[config.mk]
export PLATFORM = sky130hd
export DESIGN_NAME = cwmp_config_word
export DESIGN_NICKNAME = d
export VERILOG_FILES = /design/src/cwmp_pkg.sv /design/src/cwmp_size_decode.sv /design/src/cwmp_config_word.sv
export SDC_FILE = /design/constraint.sdc
export NUM_CORES = 1
export LEC_CHECK = 0
export BUFFER_PORTS_ARGS = -buffer_cell sky130_fd_sc_hd__buf_4
export CORE_MARGIN = 10
export CORE_UTILIZATION = 25
export CTS_BUF_LIST = sky130_fd_sc_hd__clkbuf_4
export DETAILED_ROUTE_END_ITERATION = 6
export PLACE_DENSITY = 0.66
export SYNTH_ARGS = -nofsm -noshare
export SYNTH_HDL_FRONTEND = slang
export SYNTH_SLANG_ARGS = --single-unit
[constraint.sdc]
create_clock -name mclk -period 1.6 [get_ports mclk]
set_clock_uncertainty 0.05 [all_clocks]
set_input_delay 0 -clock mclk [delete_from_list [all_inputs] [get_ports mclk]]
set_output_delay 0 -clock mclk [all_outputs]
set_load 0.005 [all_outputs]
[src/cwmp_pkg.sv]
// Package for the memory-partition configuration word decoder.
package cwmp_pkg;

	localparam logic [15:0] CWMP_ADDR_RSVD   = 16'h8009;
	localparam logic [15:0] CWMP_ADDR_CFG4   = 16'h800a;
	localparam logic [15:0] CWMP_CFG4_RESET  = 16'h2fbf;
	localparam logic [15:0] CWMP_CFG4_MASK   = 16'h2b9f;
	localparam int          CWMP_LOWV_BIT    = 13;
	localparam int          CWMP_WRSAF_BIT   = 11;
	localparam int          CWMP_WRCFG_BIT   = 9;
	localparam int          CWMP_WRBOOT_BIT  = 8;
	localparam int          CWMP_WRAPP_BIT   = 7;
	localparam int          CWMP_SFEN_BIT    = 4;
	localparam int          CWMP_BREN_BIT    = 3;
	localparam int          CWMP_SIZE_LSB    = 0;
	localparam logic [15:0] CWMP_PROT_MASK   = 16'h0b80;
	localparam logic [14:0] CWMP_END_512     = 15'h01ff;
	localparam logic [14:0] CWMP_END_1K      = 15'h03ff;
	localparam logic [14:0] CWMP_END_2K      = 15'h07ff;
	localparam logic [14:0] CWMP_END_4K      = 15'h0fff;
	localparam logic [14:0] CWMP_END_8K      = 15'h1fff;
	localparam logic [14:0] CWMP_END_16K     = 15'h3fff;
	localparam logic [14:0] CWMP_PFM_WORDS   = 15'h0800;
	localparam logic [14:0] CWMP_SF_START    = 15'h0780;
	localparam logic [14:0] CWMP_PFM_TOP     = 15'h07ff;

	// Decoded controls derived from the configuration word.
	typedef struct packed {
		logic        lowVoltProgEnable;
		logic        storageFlashWriteProtect;
		logic        configWriteProtect;
		logic        bootRegionWriteProtect;
		logic        applicationRegionWriteProtect;
		logic        storageFlashEnable;
		logic        bootRegionEnable;
		logic [14:0] bootEndAddr;
	} cwmp_ctrl_t;

	// Write or erase request from the programmer or self-write path.
	typedef struct packed {
		logic        valid;
		logic        isConfig;
		logic        bulkErase;
		logic        lowVoltSession;
		logic [15:0] addr;
		logic [15:0] data;
	} cwmp_req_t;

endpackage : cwmp_pkg

[src/cwmp_size_decode.sv]
// Boot-region size decoder with the half-memory cap.
`timescale 1ns/1ps
module cwmp_size_decode
	import cwmp_pkg::*;
(
	input  wire logic [2:0]  bootRegionSize,
	output logic      [14:0] bootEndAddr
);

	logic [14:0] rawEnd;
	logic [14:0] halfEnd;

	// Table lookup of the end address; low codes all share the largest size.
	assign rawEnd = (bootRegionSize == 3'h7) ? CWMP_END_512 :
	                (bootRegionSize == 3'h6) ? CWMP_END_1K :
	                (bootRegionSize == 3'h5) ? CWMP_END_2K :
	                (bootRegionSize == 3'h4) ? CWMP_END_4K :
	                (bootRegionSize == 3'h3) ? CWMP_END_8K : CWMP_END_16K;

	// Any code beyond half of program memory collapses to exactly half.
	assign halfEnd     = (CWMP_PFM_WORDS >> 1) - 15'h0001;
	assign bootEndAddr = (rawEnd > halfEnd) ? halfEnd : rawEnd;

endmodule : cwmp_size_decode

[src/cwmp_config_word.sv]
// Memory-partition configuration word: storage, decode and write guarding.
`timescale 1ns/1ps
//
// Contract
// - Low-voltage enable set enables low-voltage programming and forces master clear.
// - Refuse clearing low-voltage enable during a low-voltage programming session.
// - Bit 11 low protects storage flash, only while storage flash is enabled.
// - Bit 9 low protects the configuration words.
// - Bit 8 low protects the boot block, only while the boot block is enabled.
// - Bit 7 low protects the application block.
// - Once set, protection is removed only by bulk erase.
// - Bit 4 low enables the storage flash region.
// - Bit 3 low enables the boot block; size is don't-care when disabled.
// - Size codes 111, 110, 101 give ends 01FFh, 03FFh, 07FFh.
// - Codes 100 give 0FFFh, 011 gives 1FFFh, lower codes 3FFFh.
// - Size changes only while boot block disabled, else only by bulk erase.
// - Boot block is capped at half of program memory.
// - The word at 0x8009 is reserved and has no effect.
// - Low-voltage enable off and master-clear enable low give the port function.
module cwmp_config_word
	import cwmp_pkg::*;
(
	input  wire logic       mclk,
	input  wire logic       reset,
	input  wire cwmp_req_t  req,
	input  wire logic       masterClearPinEnable,
	output logic            reqAccept,
	output logic            reqBlocked,
	output logic [15:0]     configWord,
	output cwmp_ctrl_t      ctrl,
	output logic            pinIsMasterClear
);

	////////////////////////////////////////////////////////////////////////////
	// Word storage and write qualification.

	logic [15:0] cfgWord_r;
	logic [15:0] cfgWord_nxt;
	logic [15:0] wrData;
	logic [14:0] bootEnd;
	logic        hitCfg4;
	logic        lowVoltDrop;
	logic        protLoosen;
	logic        sizeLocked;
	logic        cfgWrite;
	logic        memWrite;
	logic        inBoot;
	logic        inStore;
	logic        inApp;
	logic        memProtected;

	assign hitCfg4 = req.isConfig && (req.addr == CWMP_ADDR_CFG4);
	assign wrData  = (req.data & CWMP_CFG4_MASK) | (CWMP_CFG4_RESET & ~CWMP_CFG4_MASK);
	// Clearing the low-voltage enable during a low-voltage session would strand the programmer.
	assign lowVoltDrop = req.lowVoltSession && cfgWord_r[CWMP_LOWV_BIT] && !wrData[CWMP_LOWV_BIT];
	// Any protect bit going from 0 back to 1 is an attempt to remove protection.
	assign protLoosen = |(~cfgWord_r & wrData & CWMP_PROT_MASK);
	// Size is frozen once the boot block is enabled.
	assign sizeLocked = !cfgWord_r[CWMP_BREN_BIT]
	                    && (wrData[2:0] != cfgWord_r[2:0]);
	// A config write also needs config protection off; the reserved word is ignored.
	assign cfgWrite = req.valid && !req.bulkErase && hitCfg4 && cfgWord_r[CWMP_WRCFG_BIT]
	                  && !lowVoltDrop && !protLoosen && !sizeLocked;

	// Region membership for program memory writes.
	assign inBoot = ctrl.bootRegionEnable && (req.addr[14:0] <= bootEnd);
	assign inStore = ctrl.storageFlashEnable && (req.addr[14:0] >= CWMP_SF_START)
	                 && (req.addr[14:0] <= CWMP_PFM_TOP);
	assign inApp  = !inBoot && !inStore;
	assign memProtected = (inBoot && ctrl.bootRegionWriteProtect)
	                      || (inStore && ctrl.storageFlashWriteProtect)
	                      || (inApp && ctrl.applicationRegionWriteProtect);
	assign memWrite = req.valid && !req.isConfig && !req.bulkErase && !memProtected;

	// Bulk erase returns the word to its erased state, lifting every lock.
	assign cfgWord_nxt = (req.valid && req.bulkErase) ? CWMP_CFG4_RESET :
	                     cfgWrite ? wrData : cfgWord_r;

	// Handshake outcome for the current request.
	assign reqAccept  = (req.valid && req.bulkErase) || cfgWrite || memWrite
	                    || (req.valid && req.isConfig && !hitCfg4);
	assign reqBlocked = req.valid && !reqAccept;

	// Short storage process; the erased value is the reset value.
	always_ff @(posedge mclk or posedge reset) begin
		if (reset) begin
			cfgWord_r <= CWMP_CFG4_RESET;
		end else begin
			cfgWord_r <= cfgWord_nxt;
		end
	end

	////////////////////////////////////////////////////////////////////////////
	// Decoded controls.

	cwmp_size_decode u_size (
		.bootRegionSize (cfgWord_r[2:0]),
		.bootEndAddr    (bootEnd)
	);

	assign configWord = cfgWord_r;
	assign ctrl.lowVoltProgEnable   = cfgWord_r[CWMP_LOWV_BIT];
	assign ctrl.storageFlashEnable  = !cfgWord_r[CWMP_SFEN_BIT];
	assign ctrl.bootRegionEnable    = !cfgWord_r[CWMP_BREN_BIT];
	// Storage and boot protection only matter while their regions exist.
	assign ctrl.storageFlashWriteProtect = ctrl.storageFlashEnable && !cfgWord_r[CWMP_WRSAF_BIT];
	assign ctrl.configWriteProtect       = !cfgWord_r[CWMP_WRCFG_BIT];
	assign ctrl.bootRegionWriteProtect   = ctrl.bootRegionEnable && !cfgWord_r[CWMP_WRBOOT_BIT];
	assign ctrl.applicationRegionWriteProtect = !cfgWord_r[CWMP_WRAPP_BIT];
	// End address is zero when the boot block is absent, since size is then meaningless.
	assign ctrl.bootEndAddr = ctrl.bootRegionEnable ? bootEnd : 15'h0000;
	// Low-voltage enable overrides the pin enable; otherwise the enable picks master clear or port.
	assign pinIsMasterClear = cfgWord_r[CWMP_LOWV_BIT] || masterClearPinEnable;

	////////////////////////////////////////////////////////////////////////////
	// Checks.

	chk_lvp_hold: assert property (@(posedge mclk) disable iff (reset)
		(req.valid && req.lowVoltSession && !req.bulkErase && cfgWord_r[CWMP_LOWV_BIT])
		|=> cfgWord_r[CWMP_LOWV_BIT])
		else $error("Low-voltage enable cleared during low-voltage session");

	chk_prot_sticky: assert property (@(posedge mclk) disable iff (reset)
		(!cfgWord_r[CWMP_WRAPP_BIT] && !(req.valid && req.bulkErase)) |=> !cfgWord_r[CWMP_WRAPP_BIT])
		else $error("Application protection removed without bulk erase");

	chk_erase_clears: assert property (@(posedge mclk) disable iff (reset)
		(req.valid && req.bulkErase) |=> (cfgWord_r == CWMP_CFG4_RESET))
		else $error("Bulk erase did not restore the word");

	chk_size_frozen: assert property (@(posedge mclk) disable iff (reset)
		(!cfgWord_r[CWMP_BREN_BIT] && !(req.valid && req.bulkErase)) |=> $stable(cfgWord_r[2:0]))
		else $error("Boot size changed while boot block enabled");

	chk_cfg_protect: assert property (@(posedge mclk) disable iff (reset)
		(ctrl.configWriteProtect && !(req.valid && req.bulkErase)) |=> $stable(cfgWord_r))
		else $error("Config word changed while protected");

	chk_boot_block: assert property (@(posedge mclk) disable iff (reset)
		(req.valid && !req.isConfig && !req.bulkErase && ctrl.bootRegionWriteProtect
		 && req.addr[14:0] <= ctrl.bootEndAddr) |-> reqBlocked)
		else $error("Write to protected boot block accepted");

	chk_pin_mclr: assert property (@(posedge mclk) disable iff (reset)
		cfgWord_r[CWMP_LOWV_BIT] |-> pinIsMasterClear)
		else $error("Pin not master clear with low-voltage enable set");

	chk_pin_port: assert property (@(posedge mclk) disable iff (reset)
		(!cfgWord_r[CWMP_LOWV_BIT] && !masterClearPinEnable) |-> !pinIsMasterClear)
		else $error("Pin not port function");

	chk_size_cap: assert property (@(posedge mclk) disable iff (reset)
		ctrl.bootRegionEnable |-> (ctrl.bootEndAddr <= CWMP_END_1K))
		else $error("Boot block exceeds half of memory");

	////////////////////////////////////////////////////////////////////////////
	// Further checks on refusals, sticky protection and the size table.
	// Except chk_app_block (inApp) and chk_lowv_refuse, chk_cfg_refuse (hitCfg4), they compare against package constants so a broken decode shows here.

	chk_store_block: assert property (@(posedge mclk) disable iff (reset)
		(req.valid && !req.isConfig && !req.bulkErase && ctrl.storageFlashWriteProtect
		 && req.addr[14:0] >= CWMP_SF_START && req.addr[14:0] <= CWMP_PFM_TOP
		 && !(ctrl.bootRegionEnable && req.addr[14:0] <= ctrl.bootEndAddr)) |-> reqBlocked)
		else $error("Write to protected storage flash accepted");

	chk_app_block: assert property (@(posedge mclk) disable iff (reset)
		(req.valid && !req.isConfig && !req.bulkErase && inApp
		 && ctrl.applicationRegionWriteProtect) |-> reqBlocked)
		else $error("Write to protected application block accepted");

	chk_lowv_refuse: assert property (@(posedge mclk) disable iff (reset)
		(req.valid && hitCfg4 && !req.bulkErase && req.lowVoltSession
		 && cfgWord_r[CWMP_LOWV_BIT] && !req.data[CWMP_LOWV_BIT]) |-> reqBlocked)
		else $error("Low-voltage enable clear accepted in session");

	chk_cfg_refuse: assert property (@(posedge mclk) disable iff (reset)
		(req.valid && hitCfg4 && !req.bulkErase && ctrl.configWriteProtect) |-> reqBlocked)
		else $error("Config write accepted while protected");

	chk_rsvd_ignored: assert property (@(posedge mclk) disable iff (reset)
		(req.valid && req.isConfig && !req.bulkErase && req.addr == CWMP_ADDR_RSVD)
		|=> $stable(cfgWord_r))
		else $error("Reserved word write changed the config word");

	chk_store_sticky: assert property (@(posedge mclk) disable iff (reset)
		(!cfgWord_r[CWMP_WRSAF_BIT] && !(req.valid && req.bulkErase)) |=> !cfgWord_r[CWMP_WRSAF_BIT])
		else $error("Storage protection removed without bulk erase");

	chk_cfgp_sticky: assert property (@(posedge mclk) disable iff (reset)
		(!cfgWord_r[CWMP_WRCFG_BIT] && !(req.valid && req.bulkErase)) |=> !cfgWord_r[CWMP_WRCFG_BIT])
		else $error("Config protection removed without bulk erase");

	chk_boot_sticky: assert property (@(posedge mclk) disable iff (reset)
		(!cfgWord_r[CWMP_WRBOOT_BIT] && !(req.valid && req.bulkErase)) |=> !cfgWord_r[CWMP_WRBOOT_BIT])
		else $error("Boot protection removed without bulk erase");

	chk_size_small: assert property (@(posedge mclk) disable iff (reset)
		(ctrl.bootRegionEnable && cfgWord_r[2:0] == 3'h7) |-> (ctrl.bootEndAddr == CWMP_END_512))
		else $error("Smallest boot size has wrong end address");

	chk_size_large: assert property (@(posedge mclk) disable iff (reset)
		(ctrl.bootRegionEnable && cfgWord_r[2:0] != 3'h7) |-> (ctrl.bootEndAddr == CWMP_END_1K))
		else $error("Larger boot size not held at half of memory");

	chk_boot_off: assert property (@(posedge mclk) disable iff (reset)
		!ctrl.bootRegionEnable |-> (ctrl.bootEndAddr == 15'h0000))
		else $error("End address shown while boot block disabled");

	chk_erase_accept: assert property (@(posedge mclk) disable iff (reset)
		(req.valid && req.bulkErase) |-> reqAccept)
		else $error("Bulk erase refused");

endmodule : cwmp_config_word

==> run_results.csv, run 1 <==
group,metric,value,unit
outcome,status,"complete, but fails checks",
outcome,violations,"negative setup slack",
floorplanning,rows,23,
detailed_routing,finalWirelength,4150,um
critical_path,setup.worst_path.end_class,"output pin",
global_routing,grt_util_all_layers,10.7,%
detailed_routing,wl_per_cell,15.5,um
final_layout,antenna_cells,0,
sta,setup_viol,12,
detailed_routing,vias_per_cell,4.66,
critical_path,cp-start-kind,"flip-flop",
detailed_routing,drc,0,
sta,hold_viol,0,
power,clock_power_share,27.3,%
final_layout,largest_reg_flops,10,
job,cap_violations,0,
sta,setup_ws,-0.502,ns
global_routing,grt_first_pass_wirelength,6450,um
placement,gp_congestion,0.771,
yosys,yosysUniqueCellTypes,36,
critical_path,cp_data_required_time,1.55,ns
clocking,path_clk_slew,0.07,ns
placement,io_buffer_count,62,
power,power_switching,168,uW
placement,dpl_cell_area,1660,um2
yosys,yosysMostFrequentCell,"buf_4",
power,comb_power_share,32.3,%
clocking,clock_latency,0.26,ns
detailed_routing,drtIter0Drc,52,
global_routing,gr-total-overflow,0,
power,power_switching_share,26.7,%
clocking,h-tree-depth,1,
yosys,synth_top_area_cell,"dfstp_2",
placement,post-place-ws,-0.205,ns
yosys,yosys_warnings,0,
yosys,ys_top_cells_by_area,"dfstp_2 (26%), buf_4 (15%), nand3_1 (8.8%)",
clocking,cts.sinks,10,
sta,drv_slew,0,
floorplanning,dieArea,7040,um2
power,p_seq_share,40.4,%
floorplanning,fp.dieW,83.9,um
final_layout,layout-drive-gt1-share,62.4,%
yosys,ys_seq_elements,10,
yosys,syn-instance-count,126,
yosys,synthTopCellsByCount,"buf_4 (21), nand3_1 (18), dfstp_2 (10), o21ai_0 (10), inv_1 (7)",
critical_path,worst-setup-path-type,"flip-flop to output pin",
power,intPower,461,uW
critical_path,ff2ff_path_depth,7,
detailed_routing,ant_nets,0,
sta,post-route-period-util,131,%
clocking,cts_tree,"built",
yosys,yosysTopAreaCellShare,25.7,%
power,peakVddDrop,0.269,mV
final_layout,design_area,1930,um2
critical_path,critPathMaxFanout,2,
clocking,cts_root_buf,"clkbuf_4",
critical_path,arrival,2.05,ns
floorplanning,start_util,25.7,%
detailed_routing,firstDrtPassIters,4,
worst_hold_path,min_path_cells,3,
sta,period_minus_slack,2.10,ns
power,p_per_area,326,nW/um2
global_routing,grt_pass1_vias,1361,
yosys,synth_flop_cell,"dfstp_2",
yosys,netlist_area,1020,um2
clocking,cts_buffers,3,
floorplanning,die_y,83.9,um
placement,dpl.hpwl,3250,um
yosys,async_flop_share,100,%
floorplanning,ios,80,
sta,max_freq,476,MHz
yosys,yosysSeqAreaShare,25.7,%
global_routing,grt_max_degree,11,
final_layout,area_growth,89.2,%
clocking,cts_buffer_depth,2,
yosys,synth-edff-count,0,
global_routing,antenna_found_initial,0,
final_layout,nets,264,
power,leakage,0.000906,uW
sta,rsz0062_at_grt,"yes",
worst_hold_path,hold_path.class,"input port to output pin",
yosys,syn_area_per_cell,8.10,um2
detailed_routing,num_vias,1249,
floorplanning,fp.coreArea,3970,um2
critical path: stages, from the launching register on:
cell and delay, ns:
dfstp_2 0.54, and3_4 0.20, ha_4 0.13, a21oi_2 0.05, or2_4 0.24, a31oi_4 0.18, a2bb2oi_2 0.16, and4_1 0.21
buf_6 0.10
placed cells by master, fill, tap and decap left out, types with 2 or more instances in the layout:
cell,count
a21oi_2,3
nand2_1,4
nand3_2,7
inv_1,6
or4_4,2
o21ai_1,5
dfstp_2,10
nor4_1,2
dlygate4sd3_1,11
or2_2,2
and2b_2,2
conb_1,15
buf_6,4
o21ai_2,6
buf_4,82
ha_1,4
nand3_1,10
nand4_1,5
clkbuf_4,3
nor2_1,5
xor2_1,3
cell families (layout without fill, tap and decap cells):
logic type      count (synthesis)  after routing  synth area share [%]
fa+ha+maj                       5              5                  6.13
simple gates                   54             54                  31.5
buf+inv                        30            109                  19.6
xor+xnor                        3              3                  2.57
flops                          10             10                  25.7
other cells                     2             15                 0.736
compound gates                 22             22                  13.7
per-layer routing:
layer | global-route usage (%) | routed length (um) | vias up | share of wire (%)
met2 | 18.5 | 2090 | 53 | 50
met1 | 11.9 | 1640 | 586 | 39
met3 | 4.10 | 384 | 2 | 9.3
li1 | - | - | 608 | -
met4 | 2.89 | 37 | 0 | 0.89
met5 | 0 | 0 | - | 0
path summary, 6_finish.rpt:
path,startpoint,end,slack (ns)
worst max-delay path,configWord[2]$_DFFE_PP1P_,reqBlocked,-0.50
worst min-delay path,masterClearPinEnable,pinIsMasterClear,0.20
worst max register to register,configWord[8]$_DFFE_PP1P_,configWord[8]$_DFFE_PP1P_,-0.32
worst min register to register,configWord[13]$_DFFE_PP1P_,configWord[13]$_DFFE_PP1P_,0.47
max in group asynchronous,reset,configWord[11]$_DFFE_PP1P_,0.94
min in group asynchronous,reset,configWord[9]$_DFFE_PP1P_,0.53
area by class of cell:
| class | count | area, um2 |
|---|---|---|
| Multi-Input combinational cell | 99 | 747 |
| Fill cell | 392 | 2040 |
| Sequential cell | 10 | 263 |
| Inverter | 7 | 26.3 |
| Clock buffer | 3 | 22.5 |
| Timing Repair Buffer | 99 | 811 |
| Tap cell | 50 | 62.6 |
what timing repair did:
item,CTS,global route
resized for setup,4,27
endpoints found under the setup margin,12,12
cloned,0,2
hold buffers,11,0
hold endpoints to repair,20,0
setup buffers,0,2
pin swaps,3,8
power by group through the flow:
stage                     registers (uW)  clock network [uW]  logic [uW]
after floorplan                      258                   0        80.9
after global placement               258                   0         170
after detailed placement             258                   0         171
after CTS                            254                 174         196
after global routing                 254                 188         224
final                                254                 172         203
per-stage QoR:
| stage | total power [uW] | cells | setup TNS (ns) | hold WS (ns) | utilization (%) |
|---|---|---|---|---|---|
| 2_1_floorplan | 339 | 139 | -0.715 | 0.0354 | - |
| 3_3_place_gp | 428 | 251 | -1.17 | 0.202 | 41.8 |
| 3_5_place_dp | 429 | 251 | -1.71 | 0.201 | 41.8 |
| 4_1_cts | 624 | 265 | -2.25 | 0.181 | 45.5 |
| 5_1_grt | 666 | 268 | -4.20 | 0.227 | 48.6 |
| 6_report | 629 | 268 | -3.43 | 0.202 | 48.6 |
Power figures use the tool's default switching activity.
==> inputs of run 2 (changes only) <==
BUFFER_PORTS_ARGS = not set   (was -buffer_cell sky130_fd_sc_hd__buf_4)
DONT_BUFFER_PORTS = 1   (was not set)
GPL_TIMING_DRIVEN = 0   (was not set)
PLACE_DENSITY = 0.49   (was 0.66)
==> run 2 against run 1 <==
  * The flow still finishes with violations (negative setup slack)
  * Routed wire length fell by 8.3%
  * Combinational power fell by 35%
  * Sequential share of layout area rose by 4.0 points
  * Largest power group unchanged
==> run_results.csv, run 2 (synthesis gave the netlist of run 1 again) <==
group,metric,value,unit
global_routing,grt_util_all_layers,9.79,%
final_layout,antenna_cells,0,
floorplanning,fp.dieW,83.9,um
critical_path,cp-start-kind,"flip-flop",
sta,post-route-period-util,132,%
final_layout,fillers,414,
global_routing,antenna_found_initial,0,
power,power_switching,145,uW
power,comb_power_share,23.5,%
sta,max_freq,474,MHz
final_layout,mostFrequentLayoutCell,"buf_4",
critical_path,worst_r2r_endpoint,"configWord[13]$_DFFE_PP1P_",
placement,dpl_cell_area,1180,um2
floorplanning,rows,23,
clocking,clock_latency,0.26,ns
floorplanning,start_util,25.7,%
power,p_total,556,uW
detailed_routing,drc,0,
power,leakage,0.000610,uW
clocking,cts_buffer_depth,2,
sta,rsz0062_at_grt,"yes",
global_routing,gr-total-overflow,0,
job,cap_violations,0,
critical_path,setup.worst_path.end_class,"output pin",
placement,dpl.hpwl,2980,um
power,intPower,410,uW
global_routing,grt_max_degree,11,
detailed_routing,firstDrtPassIters,4,
critical_path,ff2ff_path_depth,8,
detailed_routing,vias_per_cell,4.95,
detailed_routing,wl_per_cell,18.4,um
detailed_routing,routed-wl-met3,479,um
power,p_seq_share,45.7,%
power,clock_power_share,30.8,%
clocking,path_clk_slew,0.07,ns
final_layout,final_core_util,37.6,%
placement,gp_congestion,0.871,
clocking,cts.sinks,10,
sta,setup_ws,-0.509,ns
detailed_routing,finalWirelength,3800,um
detailed_routing,dr.max_layer_used,"met4",
placement,io_buffer_count,0,
power,power_switching_share,26.2,%
critical_path,critPathMaxFanout,4,
sta,hold_viol,0,
global_routing,grt_pass1_vias,1070,
critical_path,worst-setup-path-type,"flip-flop to output pin",
detailed_routing,ant_nets,0,
critical_path,ff2ff_setup_slack,-0.34,ns
final_layout,nets,203,
power,peakVddDrop,0.340,mV
floorplanning,fp.coreArea,3970,um2
outcome,status,"complete, but fails checks",
final_layout,layout_common_cells,"buf_4 (22), conb_1 (15), nand3_2 (13)",
power,p_per_area,372,nW/um2
critical_path,cp_data_required_time,1.55,ns
clocking,cts_root_buf,"clkbuf_4",
sta,setup_viol,12,
worst_hold_path,hold_path.class,"input port to output pin",
detailed_routing,num_vias,1024,
detailed_routing,drtIter0Drc,61,
floorplanning,dieArea,7040,um2
floorplanning,ios,80,
clocking,cts_buffers,3,
outcome,violations,"negative setup slack",
critical_path,arrival,2.06,ns
final_layout,area_growth,46.4,%
global_routing,grt_first_pass_wirelength,5750,um
critical_path,crit_end,"reqBlocked",
final_layout,largest_reg_flops,10,
sta,drv_slew,0,
sta,period_minus_slack,2.11,ns
final_layout,layout-drive-gt1-share,50.3,%
clocking,cts_tree,"built",
floorplanning,die_y,83.9,um
detailed_routing,wl_met1,1470,um
detailed_routing,wl_met2,1840,um
critical_path,rr_startpoint,"configWord[8]$_DFFE_PP1P_",
critical_path,critPathLaunch,"configWord[2]$_DFFE_PP1P_",
final_layout,design_area,1500,um2
clocking,h-tree-depth,1,
## run 2: changes by cell type in the layout (fill, tap and decap cells not counted), moves of 2 or more
cell     before  now
buf_4        82   22
buf_6         4    1
nand3_1      10    2
nand3_2       7   13
nand3_4       1    3
o21ai_0       1    6
o21ai_2       6    1
## run 2: worst min path at each step
stage | from | endpoint | slack (ns) | depth (start not counted)
floorplan | reset | configWord[0]$_DFFE_PP1P_ | 0.04 | 1
global placement | masterClearPinEnable | pinIsMasterClear | 0.05 | 1
global route | masterClearPinEnable | pinIsMasterClear | 0.04 | 1
detailed placement | masterClearPinEnable | pinIsMasterClear | 0.04 | 1
CTS | req[33] | configWord[8]$_DFFE_PP1P_ | 0.04 | 2
finish | masterClearPinEnable | pinIsMasterClear | 0.04 | 1
## run 2: power groups by stage
stage | registers, uW | logic [uW] | clock network, uW
floorplan | 258 | 80.9 | 0
global placement | 258 | 91.4 | 0
detailed placement | 258 | 95.0 | 0
CTS | 254 | 123 | 175
global route | 254 | 145 | 186
finish | 254 | 131 | 171
## run 2: timing repair
item / 4_1_cts / 5_1_grt
pin swaps: 12 / 13
hold buffers: 11 / 0
hold endpoints to repair: 20 / 0
setup endpoints to repair: 12 / 12
gates cloned: 0 / 1
setup buffers: 1 / 2
gates resized for setup: 5 / 23
## run 2: final cells by class
class	count	area [um2]	share of cell area, %
inverter	7	26.3	1.76
timing repair buffer	15	169	11.3
sequential	10	263	17.6
buffer	23	178	11.9
tap	50	62.6	4.18
multi-input combinational	99	774	51.8
clock buffer	3	22.5	1.51
## run 2: worst max-delay path: stages (launching register included)
cell	delay [ns]
dfstp_2	0.58
and3_4	0.23
ha_4	0.13
a21oi_2	0.05
or2_4	0.25
a31oi_4	0.16
a2bb2oi_2	0.17
and4_4	0.23
## run 2: per-stage QoR
| stage | hold WS (ns) | setup TNS (ns) | setup slack, ns | cells |
|---|---|---|---|---|
| 3_5_place_dp | 0.0436 | -4.17 | -0.413 | 189 |
| 3_3_place_gp | 0.0463 | -3.68 | -0.375 | 189 |
| 2_1_floorplan | 0.0354 | -0.715 | -0.0897 | 139 |
| 5_1_grt | 0.0431 | -5.42 | -0.588 | 207 |
| 6_report | 0.0401 | -3.59 | -0.509 | 207 |
| 4_1_cts | 0.0409 | -2.45 | -0.525 | 204 |
## run 2: layer usage
metal | GRT usage [%] | vias up
met1 | 11.6 | 482
met4 | 3.20 | 0
met2 | 15.1 | 52
met3 | 4.69 | 2
li1 | - | 488
met5 | 0 | -
==> inputs of run 3 (changes only) <==
REMOVE_ABC_BUFFERS = 1   (was not set)
SKIP_LAST_GASP = 1   (was not set)
==> run 3 against run 2 <==
  * Sequential share of layout area grew 4.1 points
  * Non-clock buffer count fell by 23
  * Count of clock-buffer cells in the layout unchanged
  * Worst setup slack better by 0.030 ns
  * Via count down 9.2%
  * Design area decreased by 19%
  * Core utilization fell by 7.2 points
  * Clock power shrank 6%
  * The flow still finishes with violations (negative setup slack)
  * Fmax rose by 1.5%
  * Total power is 6.6% lower
  * Worst hold slack improved by 0.0012 ns
  * Critical path type unchanged
==> run_results.csv, run 3 (synthesis gave the netlist of run 1 again) <==
group,metric,value,unit
outcome,status,"complete, but fails checks",
outcome,violations,"negative setup slack",
critical_path,arrival,2.03,ns
power,p_per_area,429,nW/um2
critical_path,ff2ff_path_depth,7,
critical_path,worst_r2r_endpoint,"configWord[2]$_DFFE_PP1P_",
final_layout,largest_reg_flops,10,
detailed_routing,drtIter0Drc,52,
critical_path,crit_family,"simple AND/OR/NAND/NOR gates",
global_routing,grt_first_pass_wirelength,5310,um
job,cap_violations,0,
detailed_routing,wl_per_cell,18.4,um
sta,period_minus_slack,2.08,ns
clocking,path_clk_slew,0.06,ns
critical_path,critPathMaxStageDelay,0.57,ns
detailed_routing,finalWirelength,3390,um
sta,max_slew_margin,57.5,%
global_routing,grt_max_degree,12,
sta,worst_slew_pin_slew,0.635,ns
clocking,cts_buffer_depth,2,
detailed_routing,firstDrtPassIters,4,
clocking,cts_buffers,3,
sta,max_freq,481,MHz
floorplanning,rows,23,
sta,hold_viol,0,
critical_path,critPathMaxFanout,4,
sta,drv_slew,0,
floorplanning,die_y,83.9,um
critical_path,ff2ff_setup_slack,-0.37,ns
floorplanning,ios,80,
global_routing,gr-total-overflow,0,
worst_hold_path,min_from,"masterClearPinEnable",
detailed_routing,drc,0,
final_layout,final_core_util,30.5,%
final_layout,area_growth,18.5,%
detailed_routing,vias_per_cell,5.05,
power,p_total,519,uW
sta,setup_viol,12,
power,leakage,0.000493,uW
floorplanning,fp.dieW,83.9,um
critical_path,crit_chain,"and3_4 -> ha_4 -> a21oi_2 -> or2_4 -> a31oi_4 -> a2bb2oi_2 -> and4_1",
floorplanning,dieArea,7040,um2
global_routing,grt_util_all_layers,9.09,%
clocking,cts_root_buf,"clkbuf_4",
global_routing,grt_pass1_vias,1040,
global_routing,antenna_found_initial,0,
placement,gp_congestion,0.708,
critical_path,critPathSlowestCell,"dfstp_2",
sta,timing.setup.tns,-4.08,ns
sta,post-route-period-util,130,%
placement,post-place-ws,-0.471,ns
final_layout,multi_input_area,684,um2
clocking,cts.sinks,10,
critical_path,setup.worst_path.end_class,"output pin",
worst_hold_path,hold_path.class,"input port to output pin",
detailed_routing,ant_nets,0,
critical_path,worst-setup-path-type,"flip-flop to output pin",
worst_hold_path,min_path_cells,1,
worst_hold_path,hold_path_end,"pinIsMasterClear",
clocking,clock_latency,0.25,ns
final_layout,antenna_cells,0,
placement,io_buffer_count,0,
sta,rsz0062_at_grt,"yes",
final_layout,layout-drive-gt1-share,30.6,%
floorplanning,fp.coreArea,3970,um2
critical_path,cp-start-kind,"flip-flop",
final_layout,fillers,448,
floorplanning,start_util,25.7,%
clocking,h-tree-depth,1,
final_layout,nets,180,
critical_path,rr_startpoint,"configWord[8]$_DFFE_PP1P_",
final_layout,layout_common_cells,"nand3_1 (18), conb_1 (15), dlygate4sd3_1 (11)",
critical_path,path_buf_inv,0,
detailed_routing,num_vias,930,
placement,dpl.hpwl,2790,um
final_layout,mostFrequentLayoutCell,"nand3_1",
sta,setup_ws,-0.478,ns
final_layout,regArea,263,um2
critical_path,cp_data_required_time,1.55,ns
power,peakVddDrop,0.165,mV
clocking,cts_tree,"built",
==> run 3: changes by cell type in the layout (fill, tap and decap cells not counted), sizes merged <==
cell / previous run / this run
buf: 26 / 4
clkbuf: 4 / 3
==> run 3: worst max-delay path by stage <==
| stage | startpoint | cells past startpoint | to |
|---|---|---|---|
| global placement | configWord[2]$_DFFE_PP1P_ | 7 | reqBlocked |
| CTS | configWord[0]$_DFFE_PP1P_ | 7 | reqBlocked |
| detailed placement | configWord[0]$_DFFE_PP1P_ | 7 | reqBlocked |
| global route | configWord[0]$_DFFE_PP1P_ | 7 | reqBlocked |
| floorplan | configWord[0]$_DFFE_PP1P_ | 7 | reqBlocked |
| finish | configWord[0]$_DFFE_PP1P_ | 7 | reqBlocked |
==> run 3: stage by stage <==
stage                     instance area (um2)  std cells  hold slack, ns
after CTS                                1160        181          0.0454
final                                    1210        184          0.0413
after global placement                    958        166          0.0468
after floorplan                           896        116          0.0354
after global routing                     1210        184          0.0493
after detailed placement                  958        166          0.0454
==> run 3: cell type report <==
cell class	instances	area share [%]
multi-input cells	99	56.6
flip-flops and latches	10	21.7
repair buffers	15	12.5
well taps	50	5.17
inverters	7	2.17
clock buffers	3	1.86
==> run 3: report_power, final <==
group / switching [uW] / internal [uW] / total (uW)
Combinational: 53.8 / 51.1 / 105
Clock: 73.6 / 86.2 / 160
Sequential: 0.00512 / 254 / 254
==> run 3: layer usage <==
metal	wire [um]	up-vias	GRT usage (%)
li1	-	443	-
met1	1210	434	9.27
met2	1620	51	15.2
met3	512	2	4.88
met4	35	0	3.65
met5	0	-	0
==> run 3: what timing repair did <==
action,in CTS,in global routing
setup buffers,1,2
hold buffers,11,0
endpoints found under the hold margin,20,0
pin swaps,7,7
cloned,0,1
setup endpoints to repair,12,12
gates resized for setup,11,16
==> run 3: worst register-to-register path, stage by stage (launching register included) <==
cell and delay (ns):
dfstp_2 0.58, inv_2 0.05, a222oi_1 0.41, buf_4 0.19, nand4_1 0.17, buf_6 0.19, o21ai_0 0.15, nand3_1 0.10
